## config.mk

```make
export PLATFORM = sky130hd
export DESIGN_NAME = oag_core
export DESIGN_NICKNAME = d
export VERILOG_FILES = /design/src/shared/oag_pkg.sv /design/src/hdl/oag_ptr_update.sv /design/src/hdl/oag_core.sv
export SDC_FILE = /design/constraint.sdc
export NUM_CORES = 1
export LEC_CHECK = 0
export BUFFER_PORTS_ARGS = -buffer_cell sky130_fd_sc_hd__buf_4
export CAP_MARGIN = 10
export CORE_ASPECT_RATIO = 0.5
export CORE_MARGIN = 3
export CORE_UTILIZATION = 58
export DETAILED_ROUTE_END_ITERATION = 8
export PLACE_DENSITY = 0.93
export SLEW_MARGIN = 40
export SYNTH_ARGS = -nofsm -noshare
export SYNTH_HDL_FRONTEND = slang
export SYNTH_HIERARCHICAL = 1
export SYNTH_SLANG_ARGS = --single-unit
```

## constraint.sdc

```tcl
create_clock -name clk -period 4.5 [get_ports clk]
set_input_delay 0.225 -clock clk [delete_from_list [all_inputs] [get_ports clk]]
set_output_delay 0.225 -clock clk [all_outputs]
set_load 0.02 [all_outputs]
```

## src/shared/oag_pkg.sv

```systemverilog
// constants and types shared by the operand address generator
package oag_pkg;
    // instruction word layout
    localparam int          WORD_W        = 16;
    localparam int          AP_W          = 16;             // address pointer width
    localparam int          DP_W          = 9;              // data page pointer width
    localparam int          OFS_W         = 7;              // direct offset width
    localparam int          OPC_HI        = 15;
    localparam int          OPC_LO        = 8;
    localparam int          MODE_BIT      = 7;              // 1 = indirect, 0 = direct
    localparam int          IDV_BIT       = 6;
    localparam int          INC_BIT       = 5;
    localparam int          DEC_BIT       = 4;
    localparam int          SHORT8_W      = 8;
    localparam int          SHORT9_W      = 9;
    localparam int          SHORT13_W     = 13;
    localparam int          ACC_W         = 32;
    localparam int          ADD_SHIFT     = 8;              // add-with-shift amount
    localparam int          STACK_DEPTH   = 4;              // micro call stack entries
    localparam int          SP_W          = 2;
    localparam logic [1:0]  PC_STEP_LONG  = 2'h2;           // two-word instruction advance
    localparam logic [15:0] AP_RESET      = 16'h0000;
    localparam logic [31:0] ACC_RESET     = 32'h00000000;

    // operation requested by the decoder
    typedef enum logic [3:0] {
        OAG_OP_NONE       = 4'h0,
        OAG_OP_ADD_IND    = 4'h1,  // add memory shifted, indirect
        OAG_OP_ADD_SHORT  = 4'h2,  // add 8-bit constant
        OAG_OP_ADD_LONG   = 4'h3,  // add 16-bit constant in second word
        OAG_OP_MOVE_LONG  = 4'h4,  // block move, source from second word
        OAG_OP_MOVE_BMA   = 4'h5,  // block move, source from block move register
        OAG_OP_OR_MASK    = 4'h6   // or mask register into memory word
    } oag_op_type;

    // main sequencer, gray codes along the usual path
    typedef enum logic [2:0] {
        OAG_IDLE  = 3'b000,
        OAG_READ  = 3'b001,
        OAG_EXEC  = 3'b011,
        OAG_WRITE = 3'b010,
        OAG_DONE  = 3'b110
    } oag_state_type;
endpackage

```

## src/hdl/oag_ptr_update.sv

```systemverilog
// pointer update unit: linear and reverse-carry index arithmetic
`timescale 1ns/100ps
module oag_ptr_update
(
    // modifier field and operands
    input  wire logic [2:0]                 modField,
    input  wire logic [oag_pkg::AP_W-1:0]   curPtr,
    input  wire logic [oag_pkg::AP_W-1:0]   indexStep,
    // result
    output logic      [oag_pkg::AP_W-1:0]   newPtr,
    output logic                            reservedMod
);
    logic [oag_pkg::AP_W-1:0] revCur;   // pointer with bit order mirrored
    logic [oag_pkg::AP_W-1:0] revIdx;   // index with bit order mirrored
    logic [oag_pkg::AP_W-1:0] revSum;
    logic [oag_pkg::AP_W-1:0] revDif;
    logic [oag_pkg::AP_W-1:0] rcAdd;
    logic [oag_pkg::AP_W-1:0] rcSub;

    // mirroring both words lets an ordinary adder carry from msb toward lsb
    genvar b;
    generate
        for (b = 0; b < oag_pkg::AP_W; b++)
        begin : g_mirror
            assign revCur[b] = curPtr[oag_pkg::AP_W-1-b];
            assign revIdx[b] = indexStep[oag_pkg::AP_W-1-b];
            assign rcAdd[b]  = revSum[oag_pkg::AP_W-1-b];
            assign rcSub[b]  = revDif[oag_pkg::AP_W-1-b];
        end
    endgenerate

    // carry out of the mirrored top is dropped, so nothing wraps past bit zero
    assign revSum = revCur + revIdx;
    assign revDif = revCur - revIdx;

    // modifier decode: idv, inc, dec
    always_comb
    begin
        reservedMod = 1'b0;
        unique case (modField)
            3'b000:  newPtr = curPtr;                       // no change
            3'b001:  newPtr = curPtr - 16'h0001;
            3'b010:  newPtr = curPtr + 16'h0001;
            3'b011:                                         // inc and dec together
            begin
                newPtr      = curPtr;
                reservedMod = 1'b1;
            end
            3'b100:  newPtr = rcSub;
            3'b101:  newPtr = curPtr - indexStep;
            3'b110:  newPtr = curPtr + indexStep;
            3'b111:  newPtr = rcAdd;
        endcase
    end
endmodule

```

## src/hdl/oag_core.sv

```systemverilog
// operand address generator: indirect, immediate and dedicated-register forms
`timescale 1ns/100ps

module oag_core
(
    // clock and reset
    input  wire logic                        clk,
    input  wire logic                        rst_n,
    // decoder request
    input  wire logic                        instrValid,
    input  wire oag_pkg::oag_op_type         instrOp,
    input  wire logic [oag_pkg::WORD_W-1:0]  instrWord,
    input  wire logic [oag_pkg::WORD_W-1:0]  instrWord2,
    input  wire logic [7:0]                  repeatCount,
    // shared cpu state used by this block
    input  wire logic [oag_pkg::DP_W-1:0]    dataPage,
    input  wire logic [oag_pkg::AP_W-1:0]    index_step_register,
    input  wire logic [oag_pkg::AP_W-1:0]    block_move_address_reg,
    input  wire logic [oag_pkg::WORD_W-1:0]  bit_mask_operand_reg,
    input  wire logic [oag_pkg::WORD_W-1:0]  pointerLoad,
    input  wire logic                        pointerLoadEn,
    input  wire logic [oag_pkg::WORD_W-1:0]  programCounterIn,
    // memory read data
    input  wire logic [oag_pkg::WORD_W-1:0]  dataReadBus,
    input  wire logic [oag_pkg::WORD_W-1:0]  progReadBus,
    // status
    output logic                             busy,
    output logic                             done,
    output logic                             reservedSeen,
    // data side
    output logic [oag_pkg::WORD_W-1:0]       data_address_bus,
    output logic                             dataRead,
    output logic                             dataWrite,
    output logic [oag_pkg::WORD_W-1:0]       dataWriteBus,
    // program side
    output logic [oag_pkg::WORD_W-1:0]       program_address_bus,
    output logic                             progRead,
    // architectural results
    output logic [oag_pkg::AP_W-1:0]         address_pointer_reg,
    output logic [oag_pkg::ACC_W-1:0]        accumulator_reg,
    output logic [oag_pkg::WORD_W-1:0]       prefetch_counter,
    output logic [oag_pkg::WORD_W-1:0]       programCounter
);
    oag_pkg::oag_state_type stateReg;                      // sequencer
    oag_pkg::oag_op_type    opReg;                         // latched operation
    logic [oag_pkg::WORD_W-1:0] wordReg;                   // latched first word
    logic [oag_pkg::WORD_W-1:0] word2Reg;                  // latched second word
    logic [oag_pkg::WORD_W-1:0] operandReg;                // fetched source word
    logic [7:0]                 repLeftReg;                // remaining repeats
    logic [oag_pkg::WORD_W-1:0] micro_call_stack [oag_pkg::STACK_DEPTH];
    logic [oag_pkg::SP_W-1:0]   stackPtrReg;               // next free slot
    logic [oag_pkg::AP_W-1:0]   ptrNext;                   // updated pointer
    logic                       ptrReserved;
    logic [oag_pkg::WORD_W-1:0] directAddr;                // page plus offset
    logic                       isMove;
    logic                       isLong2;                   // borrows prefetch path
    logic [oag_pkg::SP_W-1:0]   popIdx;
    logic [15:0]                repeatSpan;                // requested repeats

    // pointer arithmetic lives in its own unit
    oag_ptr_update u_ptr
    (
        .modField    (wordReg[oag_pkg::IDV_BIT:oag_pkg::DEC_BIT]),
        .curPtr      (address_pointer_reg),
        .indexStep   (index_step_register),
        .newPtr      (ptrNext),
        .reservedMod (ptrReserved)
    );

    // second operand address from the direct form of the first word
    assign directAddr = {dataPage, wordReg[oag_pkg::OFS_W-1:0]};
    assign isMove     = (opReg == oag_pkg::OAG_OP_MOVE_LONG) || (opReg == oag_pkg::OAG_OP_MOVE_BMA);
    assign isLong2    = isMove;
    assign popIdx     = stackPtrReg - 2'h1;

    // sequencer: idle, read, exec, optional write, done
    always_ff @(posedge clk)
    begin
        if (!rst_n)
            stateReg <= oag_pkg::OAG_IDLE;
        else
        begin
            unique case (stateReg)
                oag_pkg::OAG_IDLE:
                    if (instrValid && instrOp != oag_pkg::OAG_OP_NONE)
                        stateReg <= oag_pkg::OAG_READ;
                oag_pkg::OAG_READ:
                    stateReg <= oag_pkg::OAG_EXEC;
                oag_pkg::OAG_EXEC:
                    if (isMove || opReg == oag_pkg::OAG_OP_OR_MASK)
                        stateReg <= oag_pkg::OAG_WRITE;
                    else
                        stateReg <= oag_pkg::OAG_DONE;
                oag_pkg::OAG_WRITE:
                    // a repeated move loops back for the next word
                    if (isMove && repLeftReg != 8'h00)
                        stateReg <= oag_pkg::OAG_READ;
                    else
                        stateReg <= oag_pkg::OAG_DONE;
                oag_pkg::OAG_DONE:
                    stateReg <= oag_pkg::OAG_IDLE;
                default:
                    stateReg <= oag_pkg::OAG_IDLE;
            endcase
        end
    end

    // request capture; a new request is only taken in idle
    always_ff @(posedge clk)
    begin
        if (!rst_n)
        begin
            opReg    <= oag_pkg::OAG_OP_NONE;
            wordReg  <= 16'h0000;
            word2Reg <= 16'h0000;
        end
        else if (stateReg == oag_pkg::OAG_IDLE && instrValid)
        begin
            opReg    <= instrOp;
            wordReg  <= instrWord;
            word2Reg <= instrWord2;
        end
    end

    // repeat counter, reloaded per request and stepped per written word
    always_ff @(posedge clk)
    begin
        if (!rst_n)
            repLeftReg <= 8'h00;
        else if (stateReg == oag_pkg::OAG_IDLE && instrValid)
            repLeftReg <= repeatCount;
        else if (stateReg == oag_pkg::OAG_WRITE && repLeftReg != 8'h00)
            repLeftReg <= repLeftReg - 8'h01;
    end

    // prefetch counter and micro call stack
    always_ff @(posedge clk)
    begin
        if (!rst_n)
        begin
            prefetch_counter <= 16'h0000;
            stackPtrReg      <= 2'h0;
            for (int i = 0; i < oag_pkg::STACK_DEPTH; i++)
                micro_call_stack[i] <= 16'h0000;
        end
        else if (stateReg == oag_pkg::OAG_IDLE && instrValid &&
                 (instrOp == oag_pkg::OAG_OP_MOVE_LONG || instrOp == oag_pkg::OAG_OP_MOVE_BMA))
        begin
            // save the fetch position, then borrow the counter as a pointer
            micro_call_stack[stackPtrReg] <= prefetch_counter;
            stackPtrReg                   <= stackPtrReg + 2'h1;
            if (instrOp == oag_pkg::OAG_OP_MOVE_LONG)
                prefetch_counter <= instrWord2;
            else
                prefetch_counter <= block_move_address_reg;
        end
        else if (stateReg == oag_pkg::OAG_WRITE && isMove && repLeftReg != 8'h00)
            prefetch_counter <= prefetch_counter + 16'h0001;
        else if (stateReg == oag_pkg::OAG_DONE && isLong2)
        begin
            prefetch_counter <= micro_call_stack[popIdx];
            stackPtrReg      <= popIdx;
        end
    end

    // program counter: one word for short forms, two for the long add and for both moves
    always_ff @(posedge clk)
    begin
        if (!rst_n)
            programCounter <= 16'h0000;
        else if (stateReg == oag_pkg::OAG_DONE)
        begin
            if (isLong2 || opReg == oag_pkg::OAG_OP_ADD_LONG)
                programCounter <= programCounterIn + {14'h0000, oag_pkg::PC_STEP_LONG};
            else
                programCounter <= programCounterIn + 16'h0001;
        end
    end

    // offset of the destination within a repeated move
    function automatic logic [6:0] repCount();
        return 7'(repeatSpan - {8'h00, repLeftReg});
    endfunction

    // repeat count latched with the request, so the offset survives the countdown
    always_ff @(posedge clk)
    begin
        if (!rst_n)
            repeatSpan <= 16'h0000;
        else if (stateReg == oag_pkg::OAG_IDLE && instrValid)
            repeatSpan <= {8'h00, repeatCount};
    end

    // address buses and strobes
    always_ff @(posedge clk)
    begin
        if (!rst_n)
        begin
            data_address_bus    <= 16'h0000;
            dataRead            <= 1'b0;
            program_address_bus <= 16'h0000;
            progRead            <= 1'b0;
        end
        else
        begin
            dataRead <= 1'b0;
            progRead <= 1'b0;
            if (stateReg == oag_pkg::OAG_IDLE && instrValid)
            begin
                unique case (instrOp)
                    oag_pkg::OAG_OP_ADD_IND:
                    begin
                        data_address_bus <= address_pointer_reg;
                        dataRead         <= 1'b1;
                    end
                    oag_pkg::OAG_OP_OR_MASK:
                    begin
                        data_address_bus <= {dataPage, instrWord[oag_pkg::OFS_W-1:0]};
                        dataRead         <= 1'b1;
                    end
                    oag_pkg::OAG_OP_MOVE_LONG:
                    begin
                        program_address_bus <= instrWord2;
                        progRead            <= 1'b1;
                    end
                    oag_pkg::OAG_OP_MOVE_BMA:
                    begin
                        program_address_bus <= block_move_address_reg;
                        progRead            <= 1'b1;
                    end
                    default:
                    begin
                        dataRead <= 1'b0;                                      // immediates touch no memory
                    end
                endcase
            end
            else if (stateReg == oag_pkg::OAG_WRITE && isMove && repLeftReg != 8'h00)
            begin
                // next repeated source word comes from the incremented counter
                program_address_bus <= prefetch_counter + 16'h0001;
                progRead            <= 1'b1;
            end
            else if (stateReg == oag_pkg::OAG_EXEC && (isMove || opReg == oag_pkg::OAG_OP_OR_MASK))
                data_address_bus <= isMove ? directAddr + {9'h000, 7'(repCount())} : directAddr;
        end
    end

    // source operand capture; progRead data for moves, dataRead for the rest
    always_ff @(posedge clk)
    begin
        if (!rst_n)
            operandReg <= 16'h0000;
        else if (stateReg == oag_pkg::OAG_READ)
            operandReg <= isMove ? progReadBus : dataReadBus;
    end

    // write path: moves copy, mask op writes the or result back
    always_ff @(posedge clk)
    begin
        if (!rst_n)
        begin
            dataWrite    <= 1'b0;
            dataWriteBus <= 16'h0000;
        end
        else
        begin
            dataWrite <= 1'b0;
            if (stateReg == oag_pkg::OAG_EXEC && isMove)
            begin
                dataWrite    <= 1'b1;
                dataWriteBus <= operandReg;
            end
            else if (stateReg == oag_pkg::OAG_EXEC && opReg == oag_pkg::OAG_OP_OR_MASK)
            begin
                dataWrite    <= 1'b1;
                dataWriteBus <= operandReg | bit_mask_operand_reg;
            end
        end
    end

    // accumulator: shifted memory, short and long constants
    always_ff @(posedge clk)
    begin
        if (!rst_n)
            accumulator_reg <= oag_pkg::ACC_RESET;
        else if (stateReg == oag_pkg::OAG_EXEC)
        begin
            unique case (opReg)
                oag_pkg::OAG_OP_ADD_IND:
                    accumulator_reg <= accumulator_reg +
                        ({16'h0000, operandReg} << oag_pkg::ADD_SHIFT);
                oag_pkg::OAG_OP_ADD_SHORT:
                    accumulator_reg <= accumulator_reg +
                        {24'h000000, wordReg[oag_pkg::SHORT8_W-1:0]};
                oag_pkg::OAG_OP_ADD_LONG:
                    accumulator_reg <= accumulator_reg + {16'h0000, word2Reg};
                default:
                    accumulator_reg <= accumulator_reg;
            endcase
        end
    end

    // pointer: updated after the operand access, or loaded by the cpu
    always_ff @(posedge clk)
    begin
        if (!rst_n)
            address_pointer_reg <= oag_pkg::AP_RESET;
        else if (pointerLoadEn && stateReg == oag_pkg::OAG_IDLE)
            address_pointer_reg <= pointerLoad;
        else if (stateReg == oag_pkg::OAG_READ && opReg == oag_pkg::OAG_OP_ADD_IND &&
                 wordReg[oag_pkg::MODE_BIT])
            address_pointer_reg <= ptrNext;
    end

    // status flags
    always_ff @(posedge clk)
    begin
        if (!rst_n)
        begin
            busy         <= 1'b0;
            done         <= 1'b0;
            reservedSeen <= 1'b0;
        end
        else
        begin
            busy         <= (stateReg != oag_pkg::OAG_IDLE) || instrValid;
            done         <= (stateReg == oag_pkg::OAG_DONE);
            reservedSeen <= (stateReg == oag_pkg::OAG_READ) && (opReg == oag_pkg::OAG_OP_ADD_IND)
                            && ptrReserved;
        end
    end
endmodule

```

# After elaboration in Yosys (flattened, before gate mapping)
# Memories as Yosys holds them, arrays and structs flattened.
# Cells that the tools add are included.
totals:
  ff_bits: 198
  ramBits: 64
  input_bits: 169
  output_inout_bits: 134
  word_cells: 153
  n_memories: 1
op_classes:
  n_addsub: 17
  eq_ne: 27
  n_mux: 43
  bitwise_logic: 1
  n_reduce_logical: 43
memory_table:
  columns: ["name", "words", "width", "read_ports", "rd_clocked_by_memory_dff", "wr", "line_no", "text"]
  rows:
  - ["micro_call_stack", 4, 16, 1, 0, 4, "oag_core.sv:50", "logic [oag_pkg::WORD_W-1:0] micro_call_stack [oag_pkg::STACK_DEPTH];"]
ops:
  columns: ["op", "count"]
  rows:
  - ["16-bit two-way mux", 17]
  - ["16-bit case mux with 6 select lines", 1]
  - ["32-bit case mux with 3 select lines", 1]
  - ["16-bit case mux with 2 select lines", 2]
  - ["16-bit by 1-bit adder with 16-bit output, second input constant", 3]
  - ["16-bit adder", 2]
  - ["32-bit by 16-bit adder with 32-bit output", 1]
  - ["32-bit by 24-bit adder with 32-bit output", 1]
  - ["32-bit by 8-bit adder with 32-bit output", 1]
  - ["16-bit subtractor", 2]
  - ["4-bit by 3-bit == test with 1-bit output, second input constant", 6]
  - ["16-bit by 2-bit adder with 16-bit output, second input constant", 1]
  - ["16-bit by 7-bit adder with 16-bit output", 1]
  - ["8-bit two-way mux", 2]
  - ["16-bit bitwise OR", 1]
  - ["16-bit OR reduction", 1]
  - ["16-bit by 1-bit subtractor with 16-bit output, second input constant", 1]
  - ["3-bit == test, second input constant", 5]
  - ["1-bit logical AND", 15]
  - ["3-bit by 2-bit == test with 1-bit output, second input constant", 4]
  - ["1-bit two-way mux", 12]
  - ["3-bit case mux with 4 select lines", 1]
  - ["2-bit nonzero test", 6]
  - ["2-bit AND reduction", 5]
  - ["other kinds (20)", 39]

# Logic depth before layout (Yosys ltp)
logic_depth:
  depth_word: 8
  depth_mapped: 17
  depth_no_buf: 17

# Cells and area by module
# The synthesis kept the hierarchy.
modules_own_cells:
  columns: ["module", "n_inst", "cells_per_inst", "area_each_um2", "seq_area_each_um2"]
  rows:
  - ["oag_core", 1, 1678, 14535.2, 5885.6]
  - ["oag_ptr_update", 1, 448, 3065.4, 0.0]

# Least setup slack after synthesis
# Ideal clock, no wire load.
synth_timing:
  path_kind: "input-to-reg"
  from: "input index_step_register[5] in the netlist's numbering"
  to: "register address_pointer_reg[15] in the netlist's numbering"
  setup_ns: 0.086
  arrival_time_ns: 3.571
  t_required_ns: 4.414
  path_slack_ns: 0.844
  path_stages: 14
  path_buffers: 0
  path_cell_list: "or4_4 -> or4_2 -> nand2_1 -> a31oi_1 -> ha_1 -> a21oi_1 -> o21ai_0 -> or3_1 -> o211a_1 -> o21a_1 -> or3_1 -> a211oi_1 -> mux2i_1 -> a211oi_1"
synth_between:
  elab_chain_len: 4
  elab_cells_between_ends: 5
  classes_between: "add/sub: 2; mux: 3"
synth_lines:
  columns: ["item", "line_no", "text"]
  rows:
  - ["from (decl)", "oag_core.sv:17", "input wire logic [oag_pkg::AP_W-1:0] index_step_register,"]
  - ["16-bit adder / 16-bit subtractor (equally long branches)", "oag_ptr_update.sv:51, oag_ptr_update.sv:50", null]
  - ["16-bit case mux with 6 select lines (*)", "oag_ptr_update.sv:40", "unique case (modField)"]
  - ["net ptrNext, one bit", "oag_core.sv:52", "logic [oag_pkg::AP_W-1:0] ptrNext;"]
  - ["16-bit two-way mux (*)", "oag_core.sv:310", "else if (stateReg == oag_pkg::OAG_READ && opReg == oag_pkg::OAG_OP_ADD_IND &&"]
  - ["16-bit two-way mux (*)", "oag_core.sv:308", "else if (pointerLoadEn && stateReg == oag_pkg::OAG_IDLE)"]
  - ["to (signal assigned)", "oag_core.sv:307", "address_pointer_reg <= oag_pkg::AP_RESET;"]
  - ["to (signal assigned)", "oag_core.sv:309", "address_pointer_reg <= pointerLoad;"]
  - ["to (signal assigned)", "oag_core.sv:312", "address_pointer_reg <= ptrNext;"]
  - ["to (decl)", "oag_core.sv:39", "output logic [oag_pkg::AP_W-1:0] address_pointer_reg,"]
# Mark *: on every way through the listed nets, which the timed path passes. The rest lies on a longest branch. The select of a mux whose other input is x is not followed.
# A chain may end at the register's enable or synchronous reset.

# Worst setup path in the final report
layout_timing:
  from: "register opReg[1]"
  to: "register accumulator_reg[26] in the netlist's numbering"
layout_between:
  elab_chain_len: 3
  elab_cells_between_ends: 6
  classes_between: "eq/ne: 3; mux: 1; reduce/logical: 2"
layout_lines:
  columns: ["item", "line_no", "text"]
  rows:
  - ["from (decl)", "oag_core.sv:45", "oag_pkg::oag_op_type opReg;"]
  - ["from (signal assigned)", "oag_core.sv:113", "opReg <= oag_pkg::OAG_OP_NONE;"]
  - ["from (signal assigned)", "oag_core.sv:119", "opReg <= instrOp;"]
  - ["4-bit by 2-bit == test with 1-bit output / 4-bit by 1-bit == test with 1-bit output (equally long branches)", "oag_core.sv:288", "unique case (opReg)"]
  - ["3-bit nonzero test (no source line)", null, null]
  - ["2-bit AND reduction (no source line)", null, null]
  - ["to (signal assigned)", "oag_core.sv:290", "accumulator_reg <= accumulator_reg +"]
  - ["to (signal assigned)", "oag_core.sv:293", "accumulator_reg <= accumulator_reg +"]
  - ["to (signal assigned)", "oag_core.sv:296", "accumulator_reg <= accumulator_reg + {16'h0000, word2Reg};"]
  - ["to (decl)", "oag_core.sv:40", "output logic [oag_pkg::ACC_W-1:0] accumulator_reg,"]
# Several ways; a longest one is shown, not always the timed one.

==> results.json <==
{
  "drv_slew": 0,
  "dieHeight_um": 129,
  "final_area_um2": 21600,
  "syn-instance-count": 2126,
  "synth_top_area_share_pct": 22.5,
  "critPathKind": "reg2reg",
  "path_max_fanout": 16,
  "insertion_delay_ps": 540,
  "drive_gt1_share_pct": 18.5,
  "ant_nets": 0,
  "rr_worst_depth": 13,
  "setup_violations": 0,
  "p_per_area_nw_per_um2": 329,
  "synth_ff_type": "dfxtp_1",
  "seq_area_um2": 5890,
  "post_cts_buffers": 0,
  "ys_ff_latch": 262,
  "period_needed_ps": 4120,
  "cts.clk_slew.worst_paths_ps": 70,
  "yosysMostFrequentCell": "nand2_1",
  "io_buffers": 294,
  "cp_data_required_time_ps": 4960,
  "grt_first_pass_wirelength_um": 96600,
  "totalWireLength_um": 62800,
  "cts_num_sinks": 262,
  "hp-class": "in2reg",
  "holdWs_ps": -2.07,
  "antenna_found_initial": 2,
  "r2r-end": "accumulator_reg[26]$_SDFFE_PN0P_",
  "rsz0062_at_grt": "no",
  "synth_area_um2": 17600,
  "fin_worst_skew_ps": 16.5,
  "period_share_pct": 91.6,
  "h-tree-depth": 1,
  "leakagePower_nw": 8.94,
  "endpoint_kind": "register",
  "status": "finished with violations",
  "synth_cell_types": 96,
  "fin_nets": 2694,
  "hp-start": "bit_mask_operand_reg[12]",
  "synth_common_cells": "308 x nand2_1, 231 x a21oi_1, 198 x dfxtp_1",
  "cts_tree": "yes",
  "slowest_delay_ps": 660,
  "yosys.area.top_type": "dfxtp_1",
  "cp_slowest_cell": "and3_1",
  "vias": 18600,
  "syn_nets": 2399,
  "clockBufferDepth": 3,
  "dp_hpwl_um": 41800,
  "synth_warnings": 6,
  "core_um2": 29500,
  "clk_root_buffer_cell": "clkbuf_16",
  "tns_ps": 0,
  "postCtsHoldBufs": 78,
  "synth-async-reset-ratio_pct": 0,
  "grt_pass1_vias": 17700,
  "dpl_cell_area_um2": 20000,
  "max_cap_violations": 0,
  "wl_per_cell_um": 22.2,
  "synth_area_leaders": "dfxtp_1 23%, edfxtp_1 11%, ha_1 6.9%, a21oi_1 6.6%, nand2_1 6.6%",
  "first_pass_iters": 9,
  "area_delta_synth_final_pct": 22.7,
  "r2r-start": "opReg[1]$_SDFFE_PN0P_",
  "routabilityCongestion": 1.00,
  "detail_route.drc_violations": 1,
  "final.fill_count": 1997,
  "cp_cell_sequence": "and3_1 -> mux2_2 -> ha_1 -> inv_1 -> fa_1 -> nand2b_1 -> a21oi_1 -> o41ai_2 -> o21ai_1 -> a22o_2 -> a221oi_4 -> or3_1 -> a21oi_1",
  "dieArea_um2": 32600,
  "cts_made_buffers": 24,
  "start_kind": "register",
  "tightest_slew_ps": 831,
  "ios": 303,
  "ir_drop_mv": 0.281,
  "synth.avg_cell_area_um2": 8.28,
  "rows": 44,
  "path_common_cell": "a21oi_1",
  "synth-edff-count": 64,
  "synth_seq_area_share_pct": 33.4,
  "hold_viol": 1,
  "cp.arrival_ps": 4590,
  "failed_checks": "DRC, hold timing",
  "start_util_pct": 59.8,
  "overflow": 0,
  "cts_resized": 0,
  "grt_start_max_net_pins": 98,
  "ff2ff_setup_slack_ps": 380,
  "vias_per_cell": 6.58,
  "die_width_um": 252,
  "drt_iter0_drc": 2614,
  "multiInputGateArea_um2": 11000,
  "slew_headroom_pct": 44.2,
  "track_usage_pct": 36.8,
  "clock.fmax_mhz": 243,
  "whs_path_depth": 3,
  "holdPathEnd": "dataWriteBus[12]$_SDFFE_PN0P_",
  "largest_reg_flops": 64
}
cell type report:
cell class / instances / area share (%)
multi-input cells: 1665 / 50.7
flip-flops and latches: 262 / 27.3
repair buffers: 401 / 14.8
clock buffers: 32 / 3.06
well taps: 391 / 2.27
inverters: 67 / 1.19
clock inverters: 12 / 0.597
diodes: 2 / 0.0232
where the power goes:
group | leakage (nW) | total [mW] | internal, mW | switching [mW]
registers | 2.27 | 2.73 | 2.54 | 0.199
logic | 6.29 | 2.26 | 0.934 | 1.33
clock network | 0.369 | 2.10 | 1.16 | 0.949
total | 8.94 | 7.10 | 4.63 | 2.47
layout by cell type (no fill, tap or decap), types with 10 or more instances in the layout:
master         count
xnor2_1           60
a21o_1            25
xor2_1            43
a211oi_1          62
inv_1             65
nor3_1            30
buf_4            323
a21oi_1          231
or3_1             17
o221ai_1          10
nand2b_1          17
nand3_1           83
a31oi_1           10
clkbuf_16         24
ha_1              97
a311oi_1          27
mux4_2            16
o21ai_1           12
edfxtp_1          64
dfxtp_1          197
nor2_1           130
and2_1            65
nand2_1          307
and3_1            27
o211ai_1          28
o21ai_0           90
nor4_1            12
nand4_1           16
mux2_2            13
dlygate4sd3_1     78
mux2i_1           46
o21bai_1          12
nor2b_1           17
per-stage QoR:
stage	setup slack [ps]	utilization [%]	instances	hold WS [ps]	total power, mW
3_3_place_gp	483	67.9	2708	440	4.76
2_1_floorplan	844	-	2126	304	4.17
5_1_grt	150	73.3	2832	1.90	7.36
3_5_place_dp	474	67.9	2708	443	4.81
6_report	379	73.3	2832	-2.07	7.10
4_1_cts	563	73.3	2830	2.02	6.95
kinds of logic after synthesis:
group | synth area share [%]
AO/OA/AOI/OAI | 22.1
XOR/XNOR | 5.18
adder cells (fa/ha/maj) | 7.69
buffers and inverters | 4.60
flip-flops | 33.4
multiplexers | 5.50
AND/OR/NAND/NOR | 21.5
how the worst max path moves through the flow:
stage                                           end  cells after the start                   start  slack, ps
5_1_grt            accumulator_reg[26]$_SDFFE_PN0P_                     14   opReg[2]$_SDFFE_PN0P_        150
4_1_cts            accumulator_reg[26]$_SDFFE_PN0P_                     14   opReg[2]$_SDFFE_PN0P_        560
3_5_place_dp   address_pointer_reg[15]$_SDFFE_PN0P_                     15  index_step_register[5]        470
3_3_place_gp   address_pointer_reg[15]$_SDFFE_PN0P_                     15  index_step_register[5]        480
6_report           accumulator_reg[26]$_SDFFE_PN0P_                     13   opReg[1]$_SDFFE_PN0P_        380
2_1_floorplan  address_pointer_reg[15]$_SDFFE_PN0P_                     14  index_step_register[5]        840
layer usage:
metal | global-route usage (%) | share of wire, %
met1 | 46.8 | 37
met2 | 61.6 | 46
met3 | 6.66 | 11
met4 | 17.4 | 6.1
met5 | 0 | 0
critical path: cells and delay by family (launching register included):
family	cells	cell delay, ps
fa+ha+maj	2	600
flops	1	550
mux	1	280
buf+inv	1	70
simple gates	3	1190
compound gates	6	1360
(Power assumes the default switching activity.)
